**src/sbla_pkg.sv**
```systemverilog
// shared constants for the serial bootloader with baud detection
package sbla_pkg;
    localparam int CLK_HZ = 25000000;
    localparam int BUS_REF_HZ = 2000000;
    // baud rates of the reference 2 MHz bus, used unscaled at our clock
    localparam int BAUD_FAST = 7812;
    localparam int BAUD_SLOW = 1200;
    // one bit time in clock cycles (no oversampling, one sample at bit centre)
    localparam int BIT_FAST = CLK_HZ / BAUD_FAST;
    localparam int BIT_SLOW = CLK_HZ / BAUD_SLOW;
    localparam int LOOP_CYCLES = 19;
    localparam int LOOP_ITER_FAST = 539;
    // 10,241 bus cycles at 2 MHz, converted to clock cycles
    localparam int TMO_BUS_FAST = LOOP_ITER_FAST * LOOP_CYCLES;
    localparam int TMO_FAST = (TMO_BUS_FAST * (CLK_HZ / BUS_REF_HZ));
    localparam int TMO_SLOW = TMO_FAST / BAUD_SLOW * BAUD_FAST;
    localparam int RAM_BYTES = 512;
    localparam int RAM_SMALL = 256;
    localparam logic [15:0] RAM_START = 16'h0000;
    localparam logic [15:0] EEPROM_START = 16'hb600;
    localparam logic [7:0] CHAR_ONES = 8'hff;
    localparam logic [7:0] CHAR_E0 = 8'he0;
    localparam logic [7:0] CHAR_C0 = 8'hc0;
    localparam logic [7:0] CHAR_ZERO = 8'h00;
    localparam int VEC_ADDR_BIT = 14;
    localparam int BREAK_BITS = 10;
endpackage : sbla_pkg

```
**src/sbla_top.sv**
```systemverilog
// mode logic, serial receiver/transmitter and download sequencer
// Functional notes
// - special mode forces A14 low on vectors
// - boot ROM enable resets 1 only in bootstrap
// - special test lets software set boot ROM
// - security programmed: ignore mode pin a
// - security cleared only in bootstrap after erase
// - init fast rate, receiver and transmitter on
// - start edge, centre check, mid samples, stop
// - E0 or C0 first: slow rate, rescale timeout
// - send break; zero first jumps to EEPROM
// - transmit pin is open drain only
// - RAM pointer starts at zero
// - variable length, ends after idle timeout
// - small RAM variant loads exactly 256 bytes
// - timeout 539 loops of 19 cycles
// - no timeout before first character
// - ones then silence jumps to RAM
// - store, echo, advance pointer per byte
// - preset pointers then jump to RAM
// - flags taken from mode pins at reset
// - expanded flag picks chip or expanded
`timescale 1ns/10ps
module sbla_top #(
    parameter int TMO_FAST_CYC = sbla_pkg::TMO_FAST,
    parameter int TMO_SLOW_CYC = sbla_pkg::TMO_SLOW,
    parameter bit SMALL_RAM = 1'b0
) (
    input wire logic clk_i,
    input wire logic rst_i,
    input wire logic mode_pin_a_i,
    input wire logic mode_pin_b_i,
    input wire logic security_disable_bit_i,
    input wire logic mem_erased_i,
    input wire logic vector_fetch_i,
    input wire logic [15:0] cpu_addr_i,
    input wire logic boot_rom_wr_i,
    input wire logic boot_rom_wdata_i,
    input wire logic rxd_i,
    output logic [15:0] bus_addr_o,
    output logic special_mode_flag_o,
    output logic expanded_mode_flag_o,
    output logic boot_rom_enable_o,
    output logic security_cleared_o,
    output logic port_open_drain_select_o,
    output logic txd_o,
    output logic txd_oe_o,
    output logic ram_we_o,
    output logic [15:0] ram_addr_o,
    output logic [7:0] ram_wdata_o,
    output logic jump_o,
    output logic [15:0] jump_addr_o,
    output logic [15:0] ptr_x_o,
    output logic [15:0] ptr_y_o,
    output logic slow_rate_o,
    output logic busy_o
);
    typedef enum logic [2:0] {
        SBLA_IDLE, SBLA_BREAK, SBLA_FIRST, SBLA_LOAD, SBLA_ECHO, SBLA_DONE
    } sbla_state_e;

    function automatic logic [15:0] sbla_bitlen(input logic slow);
        sbla_bitlen = slow ? 16'(sbla_pkg::BIT_SLOW)
                           : 16'(sbla_pkg::BIT_FAST);
    endfunction : sbla_bitlen

    // idle timeout reload, rescaled with the character time
    function automatic logic [24:0] sbla_tmo(input logic slow);
        sbla_tmo = slow ? 25'(TMO_SLOW_CYC)
                        : 25'(TMO_FAST_CYC);
    endfunction : sbla_tmo

    sbla_state_e state_r;
    logic init_r;
    logic rx_s1_r, rx_s2_r, rx_prev_r;
    logic [15:0] rx_cnt_r;
    logic [3:0] rx_bit_r;
    logic rx_busy_r;
    logic [7:0] rx_sh_r;
    logic rx_valid_r;
    logic [7:0] rx_data_r;
    logic tx_go;
    logic [8:0] tx_frame;
    logic [9:0] tx_sh_r;
    logic [3:0] tx_bit_r;
    logic [15:0] tx_cnt_r;
    logic tx_busy_r;
    logic [24:0] tmo_r;
    logic [15:0] ptr_r;
    logic [7:0] echo_r;
    logic [15:0] ram_end;
    logic tx_level;

    // security latch: set when the config bit says secured
    logic sec_r;

    // strap pins come from the board, bit 1 is pin b, bit 0 pin a
    logic [1:0] mode_s1_r;
    logic [1:0] mode_s2_r;

    // straps are async pins; no reset so they settle while reset is held
    always_ff @(posedge clk_i) begin
        mode_s1_r <= {mode_pin_b_i, mode_pin_a_i};
        mode_s2_r <= mode_s1_r;
    end

    // mode flags sampled while reset is held, applied at release
    always_ff @(posedge clk_i) begin
        if (rst_i) begin
            init_r <= 1'b1;
            special_mode_flag_o <= 1'b0;
            expanded_mode_flag_o <= 1'b0;
            sec_r <= 1'b0;
        end else if (init_r) begin
            init_r <= 1'b0;
            special_mode_flag_o <= ~mode_s2_r[1];
            // secured part cannot reach expanded modes
            expanded_mode_flag_o <= security_disable_bit_i
                                    & mode_s2_r[0];
            sec_r <= ~security_disable_bit_i;
        end else if (sec_r && special_mode_flag_o && mem_erased_i) begin
            // erase proof is a level, so it may be held for many cycles
            sec_r <= 1'b0;
        end
    end

    // once cleared, only a fresh reset can secure the part again
    assign security_cleared_o = ~sec_r;

    always_ff @(posedge clk_i) begin
        if (rst_i) begin
            boot_rom_enable_o <= 1'b0;
        end else if (init_r) begin
            boot_rom_enable_o <= ~mode_s2_r[1]
                & ~(security_disable_bit_i & mode_s2_r[0]);
        end else if (!special_mode_flag_o) begin
            boot_rom_enable_o <= 1'b0;
        end else if (boot_rom_wr_i) begin
            boot_rom_enable_o <= boot_rom_wdata_i;
        end
    end

    always_comb begin
        bus_addr_o = cpu_addr_i;
        if (special_mode_flag_o && vector_fetch_i) begin
            bus_addr_o[sbla_pkg::VEC_ADDR_BIT] = 1'b0;
        end
    end

    // receiver, two-flop synchroniser first
    always_ff @(posedge clk_i) begin
        if (rst_i) begin
            rx_s1_r <= 1'b1;
            rx_s2_r <= 1'b1;
            rx_prev_r <= 1'b1;
        end else begin
            rx_s1_r <= rxd_i;
            rx_s2_r <= rx_s1_r;
            rx_prev_r <= rx_s2_r;
        end
    end

    always_ff @(posedge clk_i) begin
        if (rst_i) begin
            rx_busy_r <= 1'b0;
            rx_cnt_r <= 16'h0000;
            rx_bit_r <= 4'h0;
            rx_sh_r <= 8'h00;
            rx_valid_r <= 1'b0;
            rx_data_r <= 8'h00;
        end else begin
            rx_valid_r <= 1'b0;
            if (state_r == SBLA_IDLE || state_r == SBLA_DONE) begin
                rx_busy_r <= 1'b0;
            end else if (!rx_busy_r) begin
                if (rx_prev_r && !rx_s2_r) begin
                    rx_busy_r <= 1'b1;
                    rx_bit_r <= 4'h0;
                    rx_cnt_r <= sbla_bitlen(slow_rate_o) >> 1;
                end
            end else if (rx_cnt_r != 16'h0000) begin
                rx_cnt_r <= rx_cnt_r - 16'h0001;
            end else begin
                rx_cnt_r <= sbla_bitlen(slow_rate_o) - 16'h0001;
                rx_bit_r <= rx_bit_r + 4'h1;
                if (rx_bit_r == 4'h0) begin
                    // false start rejected at centre
                    rx_busy_r <= ~rx_s2_r;
                end else if (rx_bit_r < 4'h9) begin
                    rx_sh_r <= {rx_s2_r, rx_sh_r[7:1]};
                end else begin
                    rx_busy_r <= 1'b0;
                    // framing error drops the character
                    if (rx_s2_r) begin
                        rx_valid_r <= 1'b1;
                        rx_data_r <= rx_sh_r;
                    end
                end
            end
        end
    end

    // transmitter: break is a frame with data and stop low
    // only one frame is in flight; a new echo waits for the line
    assign tx_go = (state_r == SBLA_BREAK && !tx_busy_r)
                   || (state_r == SBLA_ECHO && !tx_busy_r);
    assign tx_frame = (state_r == SBLA_BREAK) ? 9'h000 : {1'b1, echo_r};

    always_ff @(posedge clk_i) begin
        if (rst_i) begin
            tx_busy_r <= 1'b0;
            tx_sh_r <= 10'h3ff;
            tx_bit_r <= 4'h0;
            tx_cnt_r <= 16'h0000;
        end else if (tx_go) begin
            tx_busy_r <= 1'b1;
            tx_sh_r <= {tx_frame, 1'b0};
            tx_bit_r <= 4'(sbla_pkg::BREAK_BITS - 1);
            tx_cnt_r <= sbla_bitlen(slow_rate_o) - 16'h0001;
        end else if (tx_busy_r) begin
            if (tx_cnt_r != 16'h0000) begin
                tx_cnt_r <= tx_cnt_r - 16'h0001;
            end else if (tx_bit_r == 4'h0) begin
                tx_busy_r <= 1'b0;
                tx_sh_r <= 10'h3ff;
            end else begin
                tx_cnt_r <= sbla_bitlen(slow_rate_o) - 16'h0001;
                tx_bit_r <= tx_bit_r - 4'h1;
                tx_sh_r <= {1'b1, tx_sh_r[9:1]};
            end
        end
    end
    assign tx_level = tx_sh_r[0];
    // open drain: only a low is driven, a pull-up gives the high
    assign txd_o = 1'b0;
    assign txd_oe_o = port_open_drain_select_o ? ~tx_level
                                               : 1'b0;

    assign ram_end = SMALL_RAM ? 16'(sbla_pkg::RAM_SMALL)
                               : 16'(sbla_pkg::RAM_BYTES);

    // download sequencer
    // idle: wait for boot rom mapping after the straps were taken
    // break: launch the break frame, then listen
    // first: lead character picks rate or the eeprom jump
    // load: wait for a byte or run down the idle timeout
    // echo: start the echo frame, store the byte, step the pointer
    // done: parked until the next reset
    // the small variant never times out, it only stops on a full ram
    always_ff @(posedge clk_i) begin
        if (rst_i) begin
            state_r <= SBLA_IDLE;
            slow_rate_o <= 1'b0;
            port_open_drain_select_o <= 1'b0;
            ptr_r <= sbla_pkg::RAM_START;
            tmo_r <= 25'h0000000;
            echo_r <= 8'h00;
            jump_o <= 1'b0;
            jump_addr_o <= 16'h0000;
            ptr_x_o <= 16'h0000;
            ptr_y_o <= 16'h0000;
        end else begin
            jump_o <= 1'b0;
            case (state_r)
                SBLA_IDLE: begin
                    if (!init_r && boot_rom_enable_o) begin
                        slow_rate_o <= 1'b0;
                        port_open_drain_select_o <= 1'b1;
                        ptr_r <= sbla_pkg::RAM_START;
                        state_r <= SBLA_BREAK;
                    end
                end
                SBLA_BREAK: begin
                    if (tx_busy_r) begin
                        state_r <= SBLA_FIRST;
                    end
                end
                SBLA_FIRST: begin
                    // wait unbounded for the lead character
                    if (rx_valid_r) begin
                        tmo_r <= 25'(TMO_FAST_CYC);
                        state_r <= SBLA_LOAD;
                        if (rx_data_r == sbla_pkg::CHAR_ZERO) begin
                            jump_addr_o <= sbla_pkg::EEPROM_START;
                            jump_o <= 1'b1;
                            state_r <= SBLA_DONE;
                        end else if (rx_data_r == sbla_pkg::CHAR_E0 ||
                                     rx_data_r == sbla_pkg::CHAR_C0) begin
                            slow_rate_o <= 1'b1;
                            tmo_r <= 25'(TMO_SLOW_CYC);
                        end
                    end
                end
                SBLA_LOAD: begin
                    if (rx_valid_r) begin
                        echo_r <= rx_data_r;
                        state_r <= SBLA_ECHO;
                    end else if (tmo_r == 25'h0000000 && !SMALL_RAM) begin
                        ptr_x_o <= 16'h0000;
                        ptr_y_o <= ptr_r;
                        jump_addr_o <= sbla_pkg::RAM_START;
                        jump_o <= 1'b1;
                        state_r <= SBLA_DONE;
                    end else begin
                        tmo_r <= tmo_r - 25'h0000001;
                    end
                end
                SBLA_ECHO: begin
                    // leave only on the cycle that starts this echo, so
                    // a frame still running from the last byte is not
                    // mistaken for it
                    if (!tx_busy_r) begin
                        ptr_r <= ptr_r + 16'h0001;
                        tmo_r <= sbla_tmo(slow_rate_o);
                        state_r <= SBLA_LOAD;
                        if (ptr_r + 16'h0001 == ram_end) begin
                            ptr_x_o <= 16'h0000;
                            ptr_y_o <= ptr_r + 16'h0001;
                            jump_addr_o <= sbla_pkg::RAM_START;
                            jump_o <= 1'b1;
                            state_r <= SBLA_DONE;
                        end
                    end
                end
                SBLA_DONE: begin
                    state_r <= SBLA_DONE;
                end
                default: begin
                    state_r <= SBLA_IDLE;
                end
            endcase
        end
    end


    // store strobe shares the cycle with the echo start
    assign ram_we_o = (state_r == SBLA_ECHO) && !tx_busy_r;
    assign ram_addr_o = ptr_r;
    assign ram_wdata_o = echo_r;
    assign busy_o = (state_r != SBLA_IDLE) && (state_r != SBLA_DONE);
endmodule : sbla_top

```
**config.mk**
```make
export PLATFORM = sky130hd
export DESIGN_NAME = sbla_top
export DESIGN_NICKNAME = d
export VERILOG_FILES = /design/src/sbla_pkg.sv /design/src/sbla_top.sv
export SDC_FILE = /design/constraint.sdc
export NUM_CORES = 1
export LEC_CHECK = 0
export ABC_AREA = 0
export BUFFER_PORTS_ARGS = -buffer_cell sky130_fd_sc_hd__buf_2
export CORE_MARGIN = 2
export CORE_UTILIZATION = 29
export DETAILED_ROUTE_END_ITERATION = 12
export SLEW_MARGIN = 40
export SYNTH_ARGS = -nofsm -noshare
export SYNTH_HDL_FRONTEND = slang
export SYNTH_SLANG_ARGS = --single-unit
```
**constraint.sdc**
```tcl
create_clock -name clk_i -period 3.8 [get_ports clk_i]
set_input_delay 0.76 -clock clk_i [delete_from_list [all_inputs] [get_ports clk_i]]
set_output_delay 0.76 -clock clk_i [all_outputs]
set_load 0.01 [all_outputs]
```
Word level (Yosys, flattened, before mapping)
Index checks and enable logic that the tools add are counted.

Register bits: 184. Output and inout port bits: 99.

Add/subtract/negate cells: 7. $lt $le $gt $ge: 1. Eq/ne operators: 26. Mux-type cells: 83. Bitwise gates (word level): 15. Reduce and logical (&&, ||, !) cells: 48.

Operators with widths (count): 16-bit 2-to-1 mux (19); 25-bit 2-to-1 mux (4); 16-bit one-hot mux with 2 select lines (3); 25-bit one-hot mux with 3 select lines (1); 20-bit 2-to-1 mux (3); 16-bit one-hot mux with 3 select lines (1); 16-bit nonzero test (2); 16-bit by 1-bit subtractor with 16-bit output (second input constant) (2); 10-bit 2-to-1 mux (3); 1-bit 2-to-1 mux (28); 4-bit 2-to-1 mux (7); 2-bit inequality test (second input constant) (13); 25-bit logical NOT (1); 5-bit AND reduction (5); 25-bit by 1-bit subtractor with 25-bit output (second input constant) (1); 3-bit 2-to-1 mux (8); 9-bit 2-to-1 mux (2); 3-bit one-hot mux with 6 select lines (1); 16-bit by 1-bit adder with 16-bit output (second input constant) (1); 16-bit by 10-bit == test with 1-bit output (second input constant) (1); 8-bit == test (second input constant) (2); 15-bit by 1-bit subtractor with 16-bit output (second input constant) (1); 15-bit 2-to-1 mux (1); 1-bit inverter (13); 26 further kinds (57).

Logic depth before layout (Yosys ltp)
Gate-level depths: netlist (run 1).

Word-level depth: 6. Depth in mapped cells: 10. Mapped depth without buffers: 8.

Least setup slack after synthesis (run 1)
OpenSTA, ideal clock, no wires.

Path kind: reg-to-reg. Start point: register ptr_r[1] (netlist: ram_addr_o[1]). End point: register ptr_y_o[11]. Setup time: 0.121 ns. Arrival time: 2.724 ns. Required time: 3.679 ns. Path slack: 0.955 ns. Stages on the path, launching flop included: 10. Buffers on the path: 2. Period minus slack after synthesis: 2.845 ns. Cells stage by stage: dfxtp_1 > ha_1 > buf_2 > nand3_1 > nor4_1 > mux2i_1 > a21oi_1 > a41oi_2 > buf_6 > mux2_2.

Longest elaborated chain between the ends: 4. Elaborated cells on any way between the ends: 7. Classes of those cells: add/sub (1); eq/ne (2); mux (3); reduce/logical (1).

Ends and longest elaborated chain: start: declaration (line sbla_top.sv:89) `logic [15:0] ptr_r;`; start signal: assignment (line sbla_top.sv:255) `ptr_r <= sbla_pkg::RAM_START;`; start signal: assignment (line sbla_top.sv:269) `ptr_r <= sbla_pkg::RAM_START;`; start signal: assignment (line sbla_top.sv:313) `ptr_r <= ptr_r + 16'h0001;`; 16-bit by 1-bit adder with 16-bit output (*) (line sbla_top.sv:316, sbla_top.sv:318); 16-bit by 10-bit == test with 1-bit output / 16-bit 2-to-1 mux (equally long branches) (line sbla_top.sv:316) `if (ptr_r + 16'h0001 == ram_end) begin`; 2-bit inequality test (no source line) / 16-bit 2-to-1 mux (equally long branches); 5-bit AND reduction (no source line) / 16-bit one-hot mux with 2 select lines (equally long branches); end signal: assignment (line sbla_top.sv:300) `ptr_y_o <= ptr_r;`; end signal: assignment (line sbla_top.sv:318) `ptr_y_o <= ptr_r + 16'h0001;`; end: declaration (line sbla_top.sv:54) `output logic [15:0] ptr_y_o,`.

Mark *: on every way between the ends. The rest lies on a longest branch, timed or not. The select of a mux whose other input is x is not followed. A chain may end at the register's enable or synchronous reset.

Final worst setup path (run 1)
Start point: register state_r[2]. End point: output ram_we_o.

Longest elaborated chain between the ends: 2.

Ends and longest elaborated chain: start: declaration (line sbla_top.sv:73) `sbla_state_e state_r;`; start signal: assignment (line sbla_top.sv:252) `state_r <= SBLA_IDLE;`; start signal: assignment (line sbla_top.sv:270) `state_r <= SBLA_BREAK;`; start signal: assignment (line sbla_top.sv:275) `state_r <= SBLA_FIRST;`; 3-bit == test (line sbla_top.sv:337) `assign ram_we_o = (state_r == SBLA_ECHO) && !tx_busy_r;`; 1-bit logical AND (line sbla_top.sv:337); end: declaration (line sbla_top.sv:48) `output logic ram_we_o,`.

No other way between the ends.

==> run metrics, run 1 <==
status=finished clean; core area=0.0287 mm²; Num Clock Sinks=153; switching share of power=28.6%; Synth area leader=dfxtp_1; final worst slack=0.680 ns; Gate power share=11.3%; crit path DAT=2.36 ns; ant diodes=0; Die Ht=175 µm; Async SR Flop Fraction=0%; initial antenna violation count=0; Via Count=7525; htree depth=4; total grt overflow=0; Hold Fails Final Rpt=0; fmax=320 MHz; Clock Power Share=45.1%; Mapped Cells=1089; Synth top area share=36.2%; Antenna Nets Post-Route=0; total setup buffers inserted after CTS=0; Worst-Skew Late Latency=0.43 ns; global-route wire length before repair=34.4 mm; post-placement cell count=1472; Pint=2.73 mW; num rows=62; vias in the first global route=6949; top_reg_cell synth=dfxtp_1; Synth area leaders=dfxtp_1, nor2_1, a21oi_1; Tot GR Track Use=13.6%; worst-margin pin slew=0.761 ns; cell with the most instances after synthesis=dfxtp_1; min Tclk post-route=3.12 ns; number of gates resized after CTS=0; post-route cell area=0.00951 mm²; share of layout cells above drive strength 1=13.4%; pre-CTS setup slack=0.737 ns; gp weighted congestion=0.792; RSZ-0062 raised after global routing=no; drt pass-1 iters=4; worst min path class=reg2reg; final core utilization=33.1%; Peak VDD IR=0.234 mV; Reg power frac=43.6%; drt via density=5.00; Post-CTS Hold Buffers=0; FILL cells=3049; mapped cell area=0.00847 mm²; IO buf count=66; Post-DP HPWL=14.5 mm; DR iter-0 viols=431; Placed Area=0.00891 mm²; drt wl/cell=13.9 µm; largest net degree at the start of global routing=87; Final Net Count=1144; Critical Path Start Type=flip-flop; max_slew headroom=48.8%; CTS buffer count=17; Final Instance Count excl. Fillers=1504; top post-synthesis cells by count=dfxtp_1, nor2_1, nand2_1; area occupied by multi-input gates=0.00476 mm²; Setup-failing EPs final=0; leak pwr=3.71 nW; DRC=0; Synth-to-Final Area Change=12.3%; register area=0.00306 mm²; IO Pins=125; cell at the root of the clock tree=clkbuf_16; Starting Density=29.5%; register area share after synthesis=36.2%; Post-Route WL=20.9 mm; Clock Skew=0.0123 ns; syn avg cell area=7.78 µm²; YS warnings=0; Crit Path Class=reg2out; post-synth cell types=67; worst path required time=3.04 ns; clock tree from TritonCTS=yes; Max Root-Sink Buffers=2; Switch Pwr=1.09 mW; Die W=175 µm; DIE AREA=0.0306 mm²; EDFF count, synth=0; CP endpoint kind=output pin; final setup TNS=0 ns; P per Cell Area=402 mW/mm²; maxcap violations=0; Max Slew Vio Count=0; Final period util=82.1%; synthesized flop and latch total=153; Reg clk slew, reported paths=0.07 ns; critical path fanouts, max=16
[power groups by stage]
stage	Sequential, mW	Combinational [mW]	Clock (mW)
6_report	1.67	0.432	1.73
5_1_grt	1.67	0.486	1.84
4_1_cts	1.67	0.429	1.77
3_5_place_dp	1.71	0.427	0
3_3_place_gp	1.70	0.424	0
2_1_floorplan	1.69	0.364	0
[logic make-up after synthesis]
group / Yosys count / share of synthesized area (%)
mux: 45 / 5.50
buf+inv: 145 / 8.91
xor+xnor: 37 / 3.83
fa+ha+maj: 11 / 1.63
other cells: 1 / 0.0443
flops: 153 / 36.2
compound gates: 245 / 17.0
simple gates: 452 / 26.9
[layout make-up]
cell class                 count  share of cell area, %
sequential                   153                   32.2
inverter                      31                   1.22
clock inverter                15                   1.87
timing repair buffer          86                   5.12
clock buffer                  17                   4.47
tap                          384                   5.05
multi-input combinational    818                   50.1
[final timing paths]
kind	startpoint	endpoint	slack, ns	cells after the start
worst max-delay path	state_r[2]	ram_we_o	0.68	6
worst min-delay path	mode_s1_r[0]	mode_s2_r[0]	0.33	0
worst max register to register	ram_addr_o[0]	ptr_y_o[4]	0.72	8
worst min register to register	mode_s1_r[0]	mode_s2_r[0]	0.33	0
[per-layer routing]
metal | track usage, % | up-vias | wire length (µm)
li1 | - | 3797 | -
met1 | 17.6 | 3541 | 9700
met2 | 22.3 | 165 | 9850
met3 | 2.89 | 22 | 1020
met4 | 4.83 | 0 | 389
met5 | 0 | - | 0
[critical path: stages (launching register included)]
cell	delay (ns)
dfxtp_1	0.63
or3b_2	0.51
inv_1	0.09
nand2_1	0.05
buf_4	0.19
inv_1	0.26
buf_2	0.20
[cells in the final DEF (no fill, tap or decap), drive strengths merged, types with 5 or more instances in the layout]
| cell | n |
|---|---|
| or4 | 11 |
| nor3b | 8 |
| nand3b | 5 |
| o21ai | 78 |
| nor4 | 24 |
| xnor2 | 14 |
| or3 | 15 |
| nor2 | 125 |
| dfxtp | 153 |
| nand3 | 35 |
| a21oi | 90 |
| o31ai | 8 |
| and2 | 5 |
| buf | 86 |
| nand2b | 22 |
| nor2b | 20 |
| nand4 | 15 |
| mux2 | 12 |
| inv | 40 |
| xor2 | 23 |
| conb | 28 |
| a31oi | 15 |
| clkbuf | 17 |
| a311oi | 6 |
| mux2i | 33 |
| nand2 | 93 |
| and3 | 6 |
| a211oi | 11 |
| nor3 | 50 |
| ha | 11 |
| or2 | 8 |
[state kept, by name, indices dropped and copies added (netlist names), 2 cells and up]
signal / cells
tmo_r: 25
ptr_y_o: 16
ram_addr_o: 16
rx_cnt_r: 16
tx_cnt_r: 16
tx_sh_r: 10
ram_wdata_o: 8
rx_data_r: 8
rx_sh_r: 8
rx_bit_r: 4
tx_bit_r: 4
state_r: 3
mode_s1_r: 2
mode_s2_r: 2
[metrics by stage]
| stage | hold slack [ns] | power, mW |
|---|---|---|
| after floorplan | 0.310 | 2.06 |
| after global placement | 0.311 | 2.13 |
| after detailed placement | 0.314 | 2.13 |
| after CTS | 0.327 | 3.87 |
| after global routing | 0.335 | 4.00 |
| final | 0.325 | 3.83 |
Power figures use the tool's default switching activity.
==> run 2: changes to the inputs <==
--- a/config.mk
+++ b/config.mk
@@ -5,7 +5,7 @@
 export SDC_FILE = /design/constraint.sdc
 export NUM_CORES = 1
 export LEC_CHECK = 0
-export ABC_AREA = 0
+export ABC_AREA = 1
 export BUFFER_PORTS_ARGS = -buffer_cell sky130_fd_sc_hd__buf_2
 export CORE_MARGIN = 2
 export CORE_UTILIZATION = 29
==> constraint.sdc (replaced) <==
create_clock -name clk_i -period 2.8 [get_ports clk_i]
set_input_delay 0.56 -clock clk_i [delete_from_list [all_inputs] [get_ports clk_i]]
set_output_delay 0.56 -clock clk_i [all_outputs]
set_load 0.01 [all_outputs]
==> run metrics, run 2 <==
status=finished clean; maxcap violations=0 (unchanged); final worst slack=0.385 ns (-0.294 ns); YS warnings=0 (unchanged); Synth area leader=dfxtp_1; final setup TNS=0 ns (unchanged); core area=0.0277 mm² (-3.5%); Max Root-Sink Buffers=2 (unchanged); Crit Path Class=reg2reg; Power, Total=5.31 mW (+39%); RSZ-0062 raised after global routing=no; Peak VDD IR=0.365 mV (+56%); most common library cell in the layout ignoring fill and taps=nand2_1; Post-Route WL=19.7 mm (-6.1%); mapped cell area=0.00815 mm² (-3.7%); largest net degree at the start of global routing=57 (-34%); drt via density=4.65 (-7.1%); Post-DP HPWL=14.4 mm (-0.62%); max_slew headroom=58.0% (+9.2 points); Reg power frac=43.8% (+0.2 points); area occupied by multi-input gates=0.00415 mm² (-13%); drt wl/cell=12.1 µm (-13%); ant diodes=0 (unchanged); DIE AREA=0.0295 mm² (-3.7%); max FFs per register=25 (unchanged); num rows=61 (-1.6%); Switch Pwr=1.56 mW (+43%); Biggest register=tmo_r; Synth-to-Final Area Change=12.5%; leak pwr=3.99 nW (+7.4%); worst-margin pin slew=0.628 ns (-0.133 ns); initial antenna violation count=0 (unchanged); most frequent cells in the layout=nand2_1, dfxtp_1, nor2_1; CP endpoint kind=flip-flop; DR iter-0 viols=439 (+1.9%); worst min path class=in2reg; drt pass-1 iters=5 (+1); Clock Power Share=40.8% (-4.3 points); Synth area leaders=dfxtp_1, nand2_1, o21ai_0; syn avg cell area=6.85 µm² (-12%); P per Cell Area=579 mW/mm² (+44%); register area share after synthesis=37.6% (+1.4 points); post-synth cell types=46 (-31%); DRC=0 (unchanged); htree depth=4 (unchanged); Die Ht=172 µm (-1.8%); EDFF count, synth=0 (unchanged); cell breakdown of the critical path=ha_1 > nand3_1 > nor2_4 > nand2_1 > nand2_1 > nand3_1 > nor2_1 > nand3_2 > nand2_2 > nand2_4 > o21ai_0 > nor2_1; Final period util=86.2%; cell with the most instances after synthesis=nand2_1; Final Net Count=1267 (+11%); top_reg_cell synth=dfxtp_1; Critical Path Start Type=flip-flop; worst path required time=3.12 ns (+0.08 ns); Clock Skew=0.0239 ns (+0.0115 ns); Worst-Skew Late Latency=0.44 ns (about the same); post-placement cell count=1589 (+7.9%); crit path DAT=2.73 ns (+0.37 ns); min Tclk post-route=2.41 ns; cell at the root of the clock tree=clkbuf_16; Max Slew Vio Count=0 (unchanged); critical path fanouts, max=15 (-1); Die W=172 µm (-1.8%); IO buf count=66 (unchanged); IO Pins=125 (unchanged); Setup-failing EPs final=0 (unchanged); global-route wire length before repair=33.0 mm (-4.2%); gp weighted congestion=0.891 (+13%); Mapped Cells=1190 (+9.3%); Pint=3.75 mW (+37%); Starting Density=29.4% (-0.081 points); total grt overflow=0 (unchanged); top post-synthesis cells by count=nand2_1, dfxtp_1, nor2_1; Async SR Flop Fraction=0% (unchanged); CP max stage cell=dfxtp_1; synthesized flop and latch total=153 (unchanged); Reg clk slew, reported paths=0.07 ns (about the same); Num Clock Sinks=153 (unchanged); Hold Fails Final Rpt=0 (unchanged); fmax=414 MHz; vias in the first global route=6796 (-2.2%); share of layout cells above drive strength 1=12.5% (-0.91 points); kind of cell adding the most delay to the critical path=simple AND/OR/NAND/NOR gates; Tot GR Track Use=13.8% (+0.21 points); FILL cells=3016 (-1.1%); total setup buffers inserted after CTS=0 (unchanged); register area=0.00306 mm² (unchanged); CTS buffer count=17 (unchanged); Final Instance Count excl. Fillers=1620 (+7.7%); pre-CTS setup slack=0.380 ns (-0.358 ns); Gate power share=15.4% (+4.1 points); crit path buf inv count=0 (-4); Via Count=7527 (+0.027%); crit-path max cell delay=0.43 ns (-0.20 ns); Synth top area share=37.6% (+1.4 points); Antenna Nets Post-Route=0 (unchanged); clock tree from TritonCTS=yes; switching share of power=29.4% (+0.86 points)
[run 2: cell types whose count changed in the layout (fill, tap and decap cells not counted), sizes merged, moves of 17 or more]
cell / previous run / this run
nor4: 24 / 5
mux2i: 33 / 0
nor3: 50 / 33
nand2: 93 / 218
nand3: 35 / 67
nor2b: 20 / 0
nor2: 125 / 152
nand2b: 22 / 0
a21oi: 90 / 117
inv: 40 / 138
o21ai: 78 / 136
[run 2: cells by family after synthesis]
family                   share of synthesized area (%)
flip-flops                                        37.6
AND/OR/NAND/NOR                                   27.1
other                                           0.0460
buffers and inverters                             12.8
AO/OA/AOI/OAI                                     19.0
XOR/XNOR                                          1.83
adder cells (fa/ha/maj)                           1.69
[run 2: final cells by class]
cell class,count,area share [%]
inverters,137,5.61
repair buffers,77,4.64
well taps,378,5.16
clock buffers,19,4.83
clock inverters,12,1.12
multi-input cells,844,45.3
flip-flops and latches,153,33.4
[run 2: worst paths after layout]
path	start	to	slack, ns	depth (start not counted)
setup reg to reg	ram_addr_o[1]	ptr_y_o[8]	0.39	12
hold / removal	mode_pin_b_i	mode_s1_r[1]	0.22	1
hold reg to reg	mode_s1_r[0]	mode_s2_r[0]	0.33	0
setup / recovery	ram_addr_o[1]	ptr_y_o[8]	0.39	12
[run 2: worst reg2reg max path: stages, from the launching register on]
cell and delay, ns:
dfxtp_1 0.43, ha_1 0.25, nand3_1 0.19, nor2_4 0.20, nand2_1 0.10, nand2_1 0.07
nand3_1 0.07, nor2_1 0.21, nand3_2 0.12, nand2_2 0.21, nand2_4 0.17, o21ai_0 0.23
nor2_1 0.05
[run 2: power groups by stage]
stage	Clock (mW)	Sequential [mW]	Combinational, mW
after floorplan	0	2.36	0.674
after global placement	0	2.37	0.810
after detailed placement	0	2.37	0.811
after CTS	2.22	2.33	0.816
after global routing	2.32	2.34	0.941
final	2.17	2.33	0.816
[run 2: timing repair]
| action | 4_1_cts | 5_1_grt |
|---|---|---|
| hold buffers | 0 | 0 |
| gates resized for setup | 0 | 1 |
| endpoints found under the setup margin | 0 | 1 |
[run 2: stage by stage]
stage / cell area (µm²) / hold WS, ns / utilization, %
after floorplan: 8250 / 0.310 / -
after global placement: 8620 / 0.311 / 31.1
after detailed placement: 8620 / 0.316 / 31.1
after CTS: 9170 / 0.216 / 33.1
after global routing: 9170 / 0.211 / 33.1
final: 9170 / 0.222 / 33.1
[run 2: metal layers]
layer	GRT usage [%]	routed length, µm	vias up
met5	0	0	-
met4	4.68	235	0
met3	3.24	1090	18
met2	22.1	8890	174
met1	18.2	9460	3392
li1	-	-	3943
==> run 3: changes to the inputs <==
--- a/config.mk
+++ b/config.mk
@@ -7,9 +7,13 @@
 export LEC_CHECK = 0
 export ABC_AREA = 1
 export BUFFER_PORTS_ARGS = -buffer_cell sky130_fd_sc_hd__buf_2
+export CAP_MARGIN = 10
+export CELL_PAD_IN_SITES_DETAIL_PLACEMENT = 1
+export CELL_PAD_IN_SITES_GLOBAL_PLACEMENT = 1
 export CORE_MARGIN = 2
 export CORE_UTILIZATION = 29
 export DETAILED_ROUTE_END_ITERATION = 12
+export PLACE_DENSITY_LB_ADDON = 0.1
 export SLEW_MARGIN = 40
 export SYNTH_ARGS = -nofsm -noshare
 export SYNTH_HDL_FRONTEND = slang
==> run metrics, run 3 (synthesis results as in run 2) <==
final setup TNS=0 ns (unchanged); Crit Path Class=reg2reg; DRC=0 (unchanged); IO buf count=66 (unchanged); final worst slack=0.412 ns (+0.0269 ns); most frequent cells in the layout=nand2_1, dfxtp_1, nor2_1; IO Pins=125 (unchanged); Peak VDD IR=0.301 mV (-17%); most common library cell in the layout ignoring fill and taps=nand2_1; Reg clk slew, reported paths=0.07 ns (about the same); htree depth=4 (unchanged); Reg-to-Reg Start=ram_addr_o[1]; Final Net Count=1276 (+0.71%); switching share of power=32.9% (+3.5 points); post-route cell area=0.00928 mm² (+1.2%); Critical Path Start Type=flip-flop; maxcap violations=0 (unchanged); cell breakdown of the critical path=ha_1 > nand3_1 > nor2_4 > nand2_1 > nand2_1 > nand2_1 > inv_1 > nand2_1 > nor2_1 > nand3_2 > nand2_4 > nand2_4 > o21ai_0 > nor2_1; initial antenna violation count=0 (unchanged); Die Ht=172 µm (unchanged); drt via density=4.67 (+0.60%); cell at the root of the clock tree=clkbuf_16; critical path fanouts, max=15 (unchanged); status=finished clean; min Tclk post-route=2.39 ns (-0.0269 ns); DIE AREA=0.0295 mm² (unchanged); drt wl/cell=14.6 µm (+20%); largest net degree at the start of global routing=57 (unchanged); RSZ-0062 raised after global routing=no; crit path buf inv count=1 (+1); Setup-failing EPs final=0 (unchanged); ant diodes=0 (unchanged); Tot GR Track Use=16.9% (+3.1 points); fmax=419 MHz (+1.1%); total grt overflow=0 (unchanged); gp weighted congestion=0.769 (-14%); max FFs per register=25 (unchanged); Top cell by count, worst path=nand2_1; WP depth=14 (+2); Post-DP HPWL=17.7 mm (+23%); DR iter-0 viols=278 (-37%); worst path required time=3.13 ns (about the same); Reg2Reg Setup Slack=0.41 ns (+0.03 ns); Pint=3.72 mW (-0.72%); Synth-to-Final Area Change=13.9%; Max Root-Sink Buffers=2 (unchanged); Clock Skew=0.0154 ns (-0.00853 ns); Switch Pwr=1.83 mW (+17%); Via Count=7619 (+1.2%); CTS buffer count=17 (unchanged); CP endpoint=ptr_y_o[3]; crit path DAT=2.71 ns (-0.02 ns); Post-Route WL=23.8 mm (+21%); CP max stage cell=dfxtp_1; Biggest register=tmo_r; global-route wire length before repair=39.9 mm (+21%); CP startpoint=ram_addr_o[1]; CP endpoint kind=flip-flop; total setup buffers inserted after CTS=0 (unchanged); Max Slew Vio Count=0 (unchanged); Clock Power Share=42.7% (+1.9 points); core area=0.0277 mm² (unchanged); vias in the first global route=7796 (+15%); pre-CTS setup slack=0.214 ns (-0.166 ns); Final period util=85.3% (-0.96 points); share of layout cells above drive strength 1=13.3% (+0.78 points); end of the worst register-to-register path=ptr_y_o[3]; num rows=61 (unchanged); Final Instance Count excl. Fillers=1630 (+0.62%); Die W=172 µm (unchanged); Gate power share=15.4% (about the same); final core utilization=33.5% (+0.41 points); Hold Fails Final Rpt=0 (unchanged); max_slew headroom=53.9% (-4.1 points); Antenna Nets Post-Route=0 (unchanged); Num Clock Sinks=153 (unchanged); worst-margin pin slew=0.692 ns (+0.0635 ns); drt pass-1 iters=5 (unchanged); Reg power frac=41.9% (-1.9 points); P per Cell Area=597 mW/mm² (+3.2%); Placed Area=0.00868 mm² (+0.64%); worst min path class=in2reg; Worst-Skew Late Latency=0.44 ns (about the same); crit-path max cell delay=0.42 ns (about the same); leak pwr=4.06 nW (+1.8%); Starting Density=29.4% (unchanged); clock tree from TritonCTS=yes; kind of cell adding the most delay to the critical path=simple AND/OR/NAND/NOR gates; post-placement cell count=1598 (+0.57%); FILL cells=3569 (+18%); reg2reg path depth=14 (+2)
[run 3: changes by cell type in the layout (fill, tap and decap cells not counted), sizes merged]
cell      before  now
bufinv         1    0
inv          138  145
buf           77   86
clkbuf        19   17
clkinvlp       4    1
[run 3: final cells by class]
cell class              instances  area, µm²  area share (%)
well taps                     378        473            5.09
clock inverters                15        173            1.86
clock buffers                  17        425            4.58
flip-flops and latches        153       3060            33.0
multi-input cells             844       4160            44.8
repair buffers                 86        480            5.18
inverters                     137        514            5.54
[run 3: timing repair]
item,in CTS,in global routing
hold endpoints to repair,0,0
endpoints found under the setup margin,0,15
resized for setup,0,2
hold buffers,0,0
[run 3: power groups by stage]
| stage | logic [mW] | registers, mW | clock network [mW] |
|---|---|---|---|
| after floorplan | 0.674 | 2.36 | 0 |
| after global placement | 0.855 | 2.38 | 0 |
| after detailed placement | 0.860 | 2.38 | 0 |
| after CTS | 0.865 | 2.33 | 2.43 |
| after global routing | 0.979 | 2.34 | 2.53 |
| final | 0.852 | 2.33 | 2.37 |
[run 3: stage by stage]
stage	power [mW]	hold slack (ns)
floorplan	3.03	0.310
global placement	3.23	0.312
detailed placement	3.24	0.315
CTS	5.62	0.209
global route	5.85	0.209
finish	5.54	0.226
[run 3: worst min path at each step]
stage,to,cells after the start,startpoint
after floorplan,mode_s2_r[0],0,mode_s1_r[0]
after global placement,mode_s2_r[1],0,mode_s1_r[1]
after detailed placement,mode_s2_r[1],0,mode_s1_r[1]
after CTS,mode_s1_r[0],1,mode_pin_a_i
after global routing,mode_s1_r[0],1,mode_pin_a_i
final,mode_s1_r[0],1,mode_pin_a_i
[run 3: routing by layer]
layer	vias to the layer above	global-route usage, %	wire length, µm
met5	-	0	0
met4	0	3.72	235
met2	81	28.7	11200
met3	17	2.81	593
met1	3570	22.5	11800
li1	3951	-	-
